### config.mk
export PLATFORM = sky130hd
export DESIGN_NAME = vps_special_ctrl
export DESIGN_NICKNAME = d
export VERILOG_FILES = /design/src/logic/vps_pkg.sv /design/src/logic/vps_sync_if.sv /design/src/logic/vps_special_ctrl.sv /design/src/logic/vps_sync.sv
export SDC_FILE = /design/constraint.sdc
export NUM_CORES = 1
export LEC_CHECK = 0
export BUFFER_PORTS_ARGS = -buffer_cell sky130_fd_sc_hd__buf_2
export CORE_UTILIZATION = 38
export CTS_CLUSTER_DIAMETER = 40
export DETAILED_ROUTE_END_ITERATION = 8
export HOLD_SLACK_MARGIN = 0.08
export PLACE_DENSITY_LB_ADDON = 0.12
export SLEW_MARGIN = 30
export SYNTH_ARGS = -nofsm -noshare
export SYNTH_HDL_FRONTEND = slang
export SYNTH_SLANG_ARGS = --single-unit
### constraint.sdc
create_clock -name I_CLK_SYS -period 1.4 [get_ports I_CLK_SYS]
set_clock_uncertainty 0.05 [all_clocks]
set_input_delay 0.21 -clock I_CLK_SYS [delete_from_list [all_inputs] [get_ports I_CLK_SYS]]
set_output_delay 0.21 -clock I_CLK_SYS [all_outputs]
set_load 0.005 [all_outputs]
### src/logic/vps_pkg.sv
`default_nettype none
package vps_pkg;
  // Register placement on the CSR port and the management port
  localparam logic [8:0] CSR_OFFSET = 9'h1DC;
  localparam logic [4:0] MGT_INDEX = 5'h1F;
  localparam int MGT_WIDTH = 16;

  // Field positions
  localparam int BIT_LOOPBACK = 14;
  localparam int BIT_COL_TEST = 7;
  localparam int BIT_FULL_DUPLEX = 4;
  localparam int FLD_SPEED_HI = 3;
  localparam int FLD_SPEED_LO = 2;
  localparam int BIT_HB_DISABLE = 0;

  // Reset values
  localparam logic RST_LOOPBACK = 1'h0;
  localparam logic RST_COL_TEST = 1'h0;
  localparam logic RST_HB_DISABLE = 1'h0;

  // Speed codes of bits 3:2
  localparam logic [1:0] SPEED_10 = 2'h1;
  localparam logic [1:0] SPEED_100 = 2'h2;

  // Strap path and boot sequence
  localparam int SYNC_STAGES = 2;

  typedef enum logic [3:0] {
    VPS_SYNC1 = 4'h1,
    VPS_SYNC2 = 4'h2,
    VPS_LOAD = 4'h4,
    VPS_RUN = 4'h8
  } vps_fsm_t;
endpackage
`default_nettype wire

### src/logic/vps_sync_if.sv
`timescale 1ns/10ps
`default_nettype none
interface vps_sync_if #(
  parameter int W = 1
);
  logic [W-1:0] async_in;
  logic [W-1:0] sync_out;
  modport src (output async_in, input sync_out);
  modport dst (input async_in, output sync_out);
endinterface
`default_nettype wire

### src/logic/vps_special_ctrl.sv
`timescale 1ns/10ps
`default_nettype none
module vps_special_ctrl #(
  parameter int ADDR_W = 9,
  parameter int DATA_W = 4
) (
  // Clock, reset, enable
  input wire logic I_CLK_SYS,
  input wire logic I_RST_B,
  input wire logic I_CE,
  // Configuration strap pin
  input wire logic I_HB_DISABLE_STRAP,
  // CSR access
  input wire logic I_CSR_REQ,
  input wire logic I_CSR_WR,
  input wire logic [ADDR_W-1:0] I_CSR_ADDR,
  input wire logic [31:0] I_CSR_WDATA,
  output logic O_CSR_ACK,
  output logic [31:0] O_CSR_RDATA,
  // Management access
  input wire logic I_MGT_REQ,
  input wire logic I_MGT_WR,
  input wire logic [4:0] I_MGT_REG,
  input wire logic [15:0] I_MGT_WDATA,
  output logic O_MGT_ACK,
  output logic [15:0] O_MGT_RDATA,
  // Emulated PHY control and negotiation outcome
  input wire logic I_VPHY_AUTONEG_ENABLE,
  input wire logic I_SPEED_SELECT_LOW,
  input wire logic I_DUPLEX_SELECT,
  input wire logic I_AN_RESULT_100,
  input wire logic I_AN_RESULT_FULL,
  input wire logic I_AN_FAIL,
  input wire logic I_VPHY_SOFT_RESET,
  input wire logic I_VPHY_HARD_RESET,
  output logic O_HEARTBEAT_TEST_DISABLE,
  output logic O_LP_AUTONEG_ABLE,
  output logic [2:0] O_SPEED_DUPLEX,
  // Switch fabric host port
  input wire logic I_SW_TX_EN,
  input wire logic [DATA_W-1:0] I_SW_TXD,
  output logic O_SW_COL,
  output logic O_SW_LB_DV,
  output logic [DATA_W-1:0] O_SW_LB_D,
  // Host MAC receive side
  output logic O_MAC_RX_DV,
  output logic [DATA_W-1:0] O_MAC_RXD
);
  typedef struct packed {
    vps_pkg::vps_fsm_t fsm;
    logic loopback;
    logic col_test;
    logic hb_disable;
    logic csr_ack;
    logic [31:0] csr_rdata;
    logic mgt_ack;
    logic [15:0] mgt_rdata;
    logic lp_able;
    logic [2:0] speed_duplex;
    logic col;
    logic lb_dv;
    logic [DATA_W-1:0] lb_d;
    logic mac_dv;
    logic [DATA_W-1:0] mac_d;
  } vps_ctrl_state_t;

  localparam vps_ctrl_state_t RST_STATE = '{
    fsm: vps_pkg::VPS_SYNC1,
    loopback: vps_pkg::RST_LOOPBACK,
    col_test: vps_pkg::RST_COL_TEST,
    hb_disable: vps_pkg::RST_HB_DISABLE,
    default: '0
  };

  if (ADDR_W < 9) begin : g_addr_check
    $error("vps_special_ctrl: ADDR_W must reach offset 1DC");
  end
  if (DATA_W < 1) begin : g_data_check
    $error("vps_special_ctrl: DATA_W must be at least 1");
  end

  vps_ctrl_state_t st;
  vps_ctrl_state_t next_st;
  vps_sync_if #(.W(1)) strap_if ();

  logic csr_hit;
  logic mgt_hit;
  logic csr_wr;
  logic mgt_wr;
  logic [15:0] wr_data;
  logic [2:0] speed_duplex;
  logic [31:0] rd_word;

  // The strap is a pin, so it is synchronised before use
  assign strap_if.async_in = I_HB_DISABLE_STRAP;

  vps_sync #(
    .W(1)
  ) u_strap_sync (
    .i_clk(I_CLK_SYS),
    .i_rst_b(I_RST_B),
    .i_ce(I_CE),
    .port(strap_if.dst)
  );

  assign csr_hit = I_CSR_REQ &&
    (I_CSR_ADDR == ADDR_W'(vps_pkg::CSR_OFFSET));
  assign mgt_hit = I_MGT_REQ && (I_MGT_REG == vps_pkg::MGT_INDEX);
  assign csr_wr = csr_hit && I_CSR_WR;
  assign mgt_wr = mgt_hit && I_MGT_WR;
  // Only the low half is ever stored; the CSR wins a same-cycle collision
  assign wr_data = csr_wr ? I_CSR_WDATA[15:0] : I_MGT_WDATA;

  always_comb begin
    if (I_VPHY_AUTONEG_ENABLE) begin
      speed_duplex = {I_AN_RESULT_FULL,
        I_AN_RESULT_100 ? vps_pkg::SPEED_100 : vps_pkg::SPEED_10};
    end else begin
      speed_duplex = {I_DUPLEX_SELECT,
        I_SPEED_SELECT_LOW ? vps_pkg::SPEED_100 : vps_pkg::SPEED_10};
    end
  end

  // Anything not assigned below is reserved and reads zero
  always_comb begin
    rd_word = '0;
    rd_word[vps_pkg::BIT_LOOPBACK] = st.loopback;
    rd_word[vps_pkg::BIT_COL_TEST] = st.col_test;
    rd_word[vps_pkg::BIT_FULL_DUPLEX:vps_pkg::FLD_SPEED_LO] = speed_duplex;
    rd_word[vps_pkg::BIT_HB_DISABLE] = st.hb_disable;
  end

  always_comb begin
    next_st = st;
    next_st.csr_ack = csr_hit;
    next_st.mgt_ack = mgt_hit;
    if (csr_hit && !I_CSR_WR) begin
      next_st.csr_rdata = rd_word;
    end
    if (mgt_hit && !I_MGT_WR) begin
      next_st.mgt_rdata = rd_word[vps_pkg::MGT_WIDTH-1:0];
    end
    if (csr_wr || mgt_wr) begin
      next_st.loopback = wr_data[vps_pkg::BIT_LOOPBACK];
      next_st.col_test = wr_data[vps_pkg::BIT_COL_TEST];
      next_st.hb_disable = wr_data[vps_pkg::BIT_HB_DISABLE];
    end
    // Soft reset clears ordinary bits but leaves heartbeat-disable alone
    if (I_VPHY_SOFT_RESET) begin
      next_st.loopback = vps_pkg::RST_LOOPBACK;
      next_st.col_test = vps_pkg::RST_COL_TEST;
    end
    unique case (st.fsm)
      vps_pkg::VPS_SYNC1: next_st.fsm = vps_pkg::VPS_SYNC2;
      vps_pkg::VPS_SYNC2: next_st.fsm = vps_pkg::VPS_LOAD;
      vps_pkg::VPS_LOAD: begin
        // Strap is settled by now; a write in this cycle loses bit 0
        next_st.hb_disable = strap_if.sync_out[0];
        next_st.fsm = vps_pkg::VPS_RUN;
      end
      vps_pkg::VPS_RUN: next_st.fsm = vps_pkg::VPS_RUN;
      default: next_st.fsm = vps_pkg::VPS_SYNC1;
    endcase
    // Hard reset outranks everything and reloads the strap
    if (I_VPHY_HARD_RESET) begin
      next_st.loopback = vps_pkg::RST_LOOPBACK;
      next_st.col_test = vps_pkg::RST_COL_TEST;
      next_st.hb_disable = vps_pkg::RST_HB_DISABLE;
      next_st.fsm = vps_pkg::VPS_LOAD;
    end
    next_st.lp_able = !I_AN_FAIL;
    next_st.speed_duplex = speed_duplex;
    next_st.col = st.col_test && I_SW_TX_EN;
    if (st.loopback) begin
      next_st.lb_dv = I_SW_TX_EN;
      next_st.lb_d = I_SW_TXD;
      next_st.mac_dv = 1'h0;
      next_st.mac_d = '0;
    end else begin
      next_st.lb_dv = 1'h0;
      next_st.lb_d = '0;
      next_st.mac_dv = I_SW_TX_EN;
      next_st.mac_d = I_SW_TXD;
    end
  end

  always_ff @(posedge I_CLK_SYS or negedge I_RST_B) begin
    if (!I_RST_B) begin
      st <= RST_STATE;
    end else if (I_CE) begin
      st <= next_st;
    end
  end

  assign O_CSR_ACK = st.csr_ack;
  assign O_CSR_RDATA = st.csr_rdata;
  assign O_MGT_ACK = st.mgt_ack;
  assign O_MGT_RDATA = st.mgt_rdata;
  assign O_HEARTBEAT_TEST_DISABLE = st.hb_disable;
  assign O_LP_AUTONEG_ABLE = st.lp_able;
  assign O_SPEED_DUPLEX = st.speed_duplex;
  assign O_SW_COL = st.col;
  assign O_SW_LB_DV = st.lb_dv;
  assign O_SW_LB_D = st.lb_d;
  assign O_MAC_RX_DV = st.mac_dv;
  assign O_MAC_RXD = st.mac_d;
endmodule
`default_nettype wire

### src/logic/vps_sync.sv
`timescale 1ns/10ps
`default_nettype none
module vps_sync #(
  parameter int W = 1
) (
  // Clock, reset, enable
  input wire logic i_clk,
  input wire logic i_rst_b,
  input wire logic i_ce,
  // Crossing
  vps_sync_if.dst port
);
  typedef struct packed {
    logic [W-1:0] stage1;
    logic [W-1:0] stage2;
  } vps_sync_state_t;

  vps_sync_state_t st;
  vps_sync_state_t next_st;

  if (W < 1) begin : g_check
    $error("vps_sync: W must be at least 1");
  end

  // Stage1 feeds stage2 only, nothing else looks at it
  always_comb begin
    next_st = st;
    next_st.stage1 = port.async_in;
    next_st.stage2 = st.stage1;
  end

  always_ff @(posedge i_clk or negedge i_rst_b) begin
    if (!i_rst_b) begin
      st <= '0;
    end else if (i_ce) begin
      st <= next_st;
    end
  end

  assign port.sync_out = st.stage2;
endmodule
`default_nettype wire

==> results of run 1 <==
per-layer routing:
layer	share of wire (%)	up-vias	wire [um]	global-route usage [%]
li1	-	800	-	-
met1	46	723	1930	17.8
met2	45	72	1900	22.8
met3	7.2	4	301	4.37
met4	1.4	0	57	5.45
met5	0	-	0	0
cell type report:
| cell class | instances | share of cell area, % |
|---|---|---|
| inverter | 16 | 2.32 |
| clock inverter | 2 | 0.483 |
| timing repair buffer | 85 | 18.5 |
| multi-input combinational | 144 | 35.3 |
| sequential | 38 | 36.7 |
| tap | 72 | 3.47 |
| clock buffer | 6 | 3.19 |
registers in the layout, indices dropped and copies added (netlist names), 2 cells and up:
register,cells
O_SW_LB_D,4
O_SPEED_DUPLEX,3
rd_word,2
O_MGT_RDATA,6
O_CSR_RDATA,6
st,4
O_MAC_RXD,4
timing repair:
action	4_1_cts	5_1_grt
pin swaps	1	0
endpoints found under the setup margin	1	1
endpoints found under the hold margin	24	0
resized for setup	2	0
hold buffers	2	0
stage by stage:
stage,util (%),area [sq um],hold slack (ps),std cells,TNS [ps]
floorplan,-,2380,-136,262,0
CTS,46.2,2590,105,363,0
detailed placement,44.2,2480,84.2,354,-772
global route,46.2,2590,117,363,-76.1
finish,46.2,2590,118,363,0
global placement,44.2,2480,91.3,354,-732
worst min path at each step:
stage	start	endpoint	slack, ps	depth (start not counted)
global route	I_HB_DISABLE_STRAP	u_strap_sync.next_st[0]	120	2
global placement	I_RST_B	O_SW_LB_D[3]	90	1
floorplan	I_RST_B	O_CSR_ACK	-140	0
CTS	I_HB_DISABLE_STRAP	u_strap_sync.next_st[0]	110	2
finish	I_HB_DISABLE_STRAP	u_strap_sync.next_st[0]	120	2
detailed placement	I_RST_B	O_SW_LB_D[3]	80	1
cell families (layout without fill, tap and decap cells):
logic type / count (synthesis) / after routing / synth area share (%)
multiplexers: 16 / 16 / 7.85
flip-flops: 38 / 38 / 42.3
buffers and inverters: 80 / 109 / 23.2
AND/OR/NAND/NOR: 54 / 54 / 16.1
other: 1 / 36 / 0.167
AO/OA/AOI/OAI: 38 / 38 / 10.3
worst reg2reg max path, stage by stage, from the launching register on:
cell and delay [ps]:
sky130_fd_sc_hd__dfrtp_1 410, sky130_fd_sc_hd__nor4b_4 380, sky130_fd_sc_hd__nor2_1 70, sky130_fd_sc_hd__mux2_2 260, sky130_fd_sc_hd__o21ai_1 130
report_power, final:
group / switching (mW) / internal, mW / total [mW]
Combinational: 0.228 / 0.216 / 0.444
Clock: 0.379 / 0.396 / 0.775
Sequential: 0.0560 / 1.17 / 1.23
placed cells by master, fill, tap and decap left out, drive strengths merged, types with 2 or more instances in the layout:
master and n:
buf 83, dfrtp 37, conb 36, inv 16, o21ai 16, mux2 13
nand2 10, nor2 10, a21oi 7, nand3 6, clkbuf 6, nand3b 5
nor2b 4, mux2i 3, o31ai 3, a21o 3, nand2b 3, nor4 3
nand4 2, and4 2, a41oi 2, o21bai 2, a31oi 2, dlygate4sd3 2
==> results.json, run 1 <==
{
  "outcome": "finished clean",
  "place_congestion": 0.806,
  "root_buffer": "sky130_fd_sc_hd__clkbuf_8",
  "cellLeakagePower_nw": 1.38,
  "viasPerCell": 4.40,
  "critical-path-top-delay-family": "simple AND/OR/NAND/NOR gates",
  "remaining_drc_errors": 0,
  "worst_setup_path_start_kind": "flop",
  "worstSetupStartpoint": "st[69]",
  "worstPathMaxFanout": 4,
  "power_density_nw_per_um2": 945,
  "clk_path_buf_depth": 2,
  "row_count": 27,
  "cp-end-kind": "flop",
  "antenna_found_initial": 0,
  "r2r_setup_slack_ps": 30,
  "grtUsageTotal_pct": 14.2,
  "dp.final_hpwl_mm": 3.28,
  "cts-htree-levels": 2,
  "yosysTopAreaCellShare_pct": 41.2,
  "cp_cell_sequence": "nor4b_4, nor2_1, mux2_2, o21ai_1",
  "grt_setup_unrepaired": "true",
  "synth_largest_area_cell": "sky130_fd_sc_hd__dfrtp_1",
  "critical_path.endpoint": "O_HEARTBEAT_TEST_DISABLE",
  "syn2layout_area_growth_pct": 15.3,
  "cpMaxStageDelayCell": "sky130_fd_sc_hd__dfrtp_1",
  "die-width_um": 78.9,
  "post_synth_num_cell_types": 39,
  "syn_inst": 227,
  "timing.final.crit_period_ps": 1370,
  "rr_endpoint": "O_HEARTBEAT_TEST_DISABLE",
  "synthArstFlopShare_pct": 100,
  "fp.dieArea_sq_um": 6230,
  "path_class": "flop to flop",
  "synth.ff_latch_count": 38,
  "synth-seq-area-share_pct": 42.3,
  "maximum_number_of_pins_on_one_net_before_global_route_repair": 40,
  "cp.required_ps": 1560,
  "dpl_worst_slack_ps": -131,
  "synth.most_common_cell": "sky130_fd_sc_hd__buf_4",
  "die_h_um": 78.9,
  "numPortBuffers": 70,
  "routedWlPerCell_um": 11.5,
  "antenna-diode-count": 0,
  "synth-edff-count": 0,
  "detailroute.via_count": 1599,
  "netlist_top_cells_area": "sky130_fd_sc_hd__dfrtp_1, sky130_fd_sc_hd__buf_4, sky130_fd_sc_hd__mux2_2",
  "tritoncts": "built",
  "register_area_sq_um": 952,
  "initial_utilization_pct": 40.1,
  "insertion_delay_ps": 280,
  "area_occupied_by_multi_input_gates_sq_um": 915,
  "setup-violations-final": 0,
  "clkTransAtPathRegs_ps": 70,
  "post_cts.repair.setup_buffers": 0,
  "design.portCount": 149,
  "n_fill_cell": 572,
  "drt_wl_total_mm": 4.19,
  "ys_dominant_reg_cell": "sky130_fd_sc_hd__dfrtp_1",
  "wire_length_of_the_first_global_routing_pass_mm": 6.61,
  "yosysWarningCount": 0,
  "post_synth_instance_area_sq_um": 2250,
  "post_synth_most_frequent_cells": "sky130_fd_sc_hd__buf_4, sky130_fd_sc_hd__dfrtp_1, sky130_fd_sc_hd__o21ai_0",
  "detail_route.first_pass.iterations": 4,
  "cp.depth": 4,
  "critPathBufInv": 0,
  "hold_path.class": "input port to flop",
  "cts_made_buffers": 5,
  "drtIter0Drc": 69,
  "finalNetCount": 373,
  "layout-drive-gt1-share_pct": 38.1,
  "hold_violations_final": 0,
  "global_route.overflow_total": 0,
  "critical_path.max_stage_delay_ps": 410,
  "final_min_period_over_clock_period_pct": 98.2,
  "max-vdd-ir-drop_mv": 0.345,
  "route.antenna.remaining_nets": 0,
  "total_power_mw": 2.45,
  "design.core.area_sq_um": 5610,
  "cts.sink_count": 38,
  "setup_slack_ps": 25.7,
  "critical_path.reg2reg.startpoint": "st[69]",
  "avg_inst_size_synth_sq_um": 9.90,
  "timing.max_cap.violations": 0,
  "clock.fmax_ghz": 0.728,
  "cp.arrival_ps": 1540,
  "reg2reg_depth": 4,
  "final_max_slew_violation_count": 0,
  "first_global_vias": 1421
}
(Power assumes the default switching activity.)
==> run 2: changes to the inputs <==
CORE_UTILIZATION = 39   (was 38)
CTS_BUF_LIST = sky130_fd_sc_hd__clkbuf_2 sky130_fd_sc_hd__clkbuf_4 sky130_fd_sc_hd__clkbuf_8   (was unset)
SETUP_SLACK_MARGIN = 0.3   (was unset)
==> run 2 against run 1 <==
Compared with the run above: hold slack worse by 2.0 ps; cell count is 3.6% higher; flip-flop and latch count stayed put; via count is 3.7% higher; count of clock-buffer cells in the layout is 1 higher; sequential power hardly changed; sequential share of layout area is 3.1 points lower; global-route usage is 1.0 points higher.
==> results.json, run 2 (same netlist as run 1, synthesis figures left out) <==
{
  "max-vdd-ir-drop_mv": 0.406,
  "cp.arrival_ps": 1510,
  "setup_slack_ps": 61.5,
  "worst_min_delay_path_startpoint": "I_HB_DISABLE_STRAP",
  "dp.final_hpwl_mm": 3.22,
  "place_congestion": 0.723,
  "viasPerCell": 4.41,
  "area_occupied_by_multi_input_gates_sq_um": 976,
  "grtUsageTotal_pct": 15.2,
  "reg2reg_depth": 4,
  "timing.max_cap.violations": 0,
  "fp.dieArea_sq_um": 6070,
  "post-route-cell-area_sq_um": 2840,
  "cpMaxStageDelayCell": "sky130_fd_sc_hd__dfrtp_2",
  "cts-htree-levels": 2,
  "finalNetCount": 386,
  "critical_path.reg2reg.startpoint": "st[69]",
  "layout.cells.most_common": "sky130_fd_sc_hd__buf_2",
  "path_class": "flop to flop",
  "outcome": "finished clean",
  "timing.final.crit_period_ps": 1340,
  "power_density_nw_per_um2": 949,
  "antenna_found_initial": 0,
  "detail_route.first_pass.iterations": 4,
  "remaining_drc_errors": 0,
  "die-width_um": 77.9,
  "worst_setup_path_start_kind": "flop",
  "initial_utilization_pct": 40.6,
  "post_dp_cell_area_sq_um": 2520,
  "syn2layout_area_growth_pct": 26.3,
  "row_count": 27,
  "leading_cell_types_in_the_layout_fill_and_taps_excluded": "sky130_fd_sc_hd__buf_2, sky130_fd_sc_hd__conb_1, sky130_fd_sc_hd__dfrtp_1",
  "drt_wl_total_mm": 4.34,
  "total_power_mw": 2.70,
  "hold_path.class": "input port to flop",
  "register_area_sq_um": 956,
  "grt_setup_unrepaired": "true",
  "wire_length_of_the_first_global_routing_pass_mm": 7.05,
  "tritoncts": "built",
  "critical_path.max_stage_delay_ps": 420,
  "dpl_worst_slack_ps": -116,
  "hold_depth": 2,
  "drtIter0Drc": 41,
  "antenna-diode-count": 0,
  "maximum_number_of_pins_on_one_net_before_global_route_repair": 40,
  "route.antenna.remaining_nets": 0,
  "design.core.area_sq_um": 5540,
  "worstPathMaxFanout": 4,
  "numPortBuffers": 70,
  "design.portCount": 149,
  "final_max_slew_violation_count": 0,
  "clock.fmax_ghz": 0.747,
  "insertion_delay_ps": 290,
  "cts.sink_count": 38,
  "final_min_period_over_clock_period_pct": 95.6,
  "cp.required_ps": 1570,
  "post-route-util_pct": 51.3,
  "hold_violations_final": 0,
  "cp_cell_sequence": "nor4b_4, nor2_1, mux2_2, o21ai_2",
  "global_route.overflow_total": 0,
  "cellLeakagePower_nw": 1.50,
  "detailroute.via_count": 1658,
  "cp-end-kind": "flop",
  "cts_made_buffers": 5,
  "n_fill_cell": 551,
  "first_global_vias": 1560,
  "die_h_um": 77.9,
  "routedWlPerCell_um": 11.5,
  "layout-drive-gt1-share_pct": 43.4,
  "worstSetupStartpoint": "st[69]",
  "root_buffer": "sky130_fd_sc_hd__clkbuf_8",
  "clk_path_buf_depth": 2,
  "clkTransAtPathRegs_ps": 60,
  "setup-violations-final": 0
}
==> run 2: changes by cell type in the layout (fill, tap and decap cells not counted), moves of 2 or more <==
cell and delta:
sky130_fd_sc_hd__buf_12 +2, sky130_fd_sc_hd__buf_2 -5, sky130_fd_sc_hd__buf_4 +9, sky130_fd_sc_hd__buf_6 +7
sky130_fd_sc_hd__clkbuf_4 +2, sky130_fd_sc_hd__dfrtp_1 -3, sky130_fd_sc_hd__dfrtp_2 +3, sky130_fd_sc_hd__mux2_2 -10
sky130_fd_sc_hd__mux2_4 +10
==> run 2: timing repair <==
item / CTS / global route
hold endpoints to repair: 29 / 0
setup buffers: 7 / 5
gates cloned: 0 / 0
gates resized for setup: 12 / 8
hold buffers: 2 / 0
pin swaps: 5 / 4
setup endpoints to repair: 16 / 20
==> run 2: layer usage <==
| layer | GRT usage (%) | routed length (um) |
|---|---|---|
| met1 | 18.7 | 1960 |
| met5 | 0 | 0 |
| met4 | 5.56 | 29 |
| met2 | 24.3 | 2020 |
| met3 | 5.65 | 334 |
==> run 2: layout make-up <==
cell class | count | share of cell area (%)
sequential | 38 | 33.7
clock inverter | 1 | 1.06
tap | 72 | 3.17
timing repair buffer | 98 | 22.6
clock buffer | 7 | 2.95
multi-input combinational | 144 | 34.4
inverter | 16 | 2.20
==> run 2: metrics by stage <==
stage / TNS (ps) / hold WS [ps] / std cells
global route: -5.83 / 111 / 376
finish: 0 / 116 / 376
floorplan: 0 / -136 / 262
global placement: -718 / 81.1 / 354
CTS: 0 / 108 / 371
detailed placement: -699 / 80.1 / 354
==> run 2: path summary, 6_finish.rpt <==
path,endpoint,slack (ps)
setup / recovery,O_HEARTBEAT_TEST_DISABLE,60
hold / removal,u_strap_sync.next_st[0],120
setup reg to reg,O_HEARTBEAT_TEST_DISABLE,60
hold reg to reg,O_CSR_ACK,430
max in group asynchronous,O_CSR_RDATA[0],550
min in group asynchronous,O_SW_LB_DV,300
==> run 2: report_power, final <==
group          total (mW)  leakage, nW  internal [mW]  switching [mW]
Combinational       0.520        0.945          0.278           0.242
Sequential           1.23        0.495           1.18          0.0558
Clock               0.943       0.0593          0.572           0.371
Total                2.70         1.50           2.03           0.669
==> run 2: worst max-delay path: cells and delay by family (launching register included) <==
family | cells | cell delay [ps]
AND/OR/NAND/NOR | 2 | 430
multiplexers | 1 | 270
flip-flops | 1 | 420
AO/OA/AOI/OAI | 1 | 100
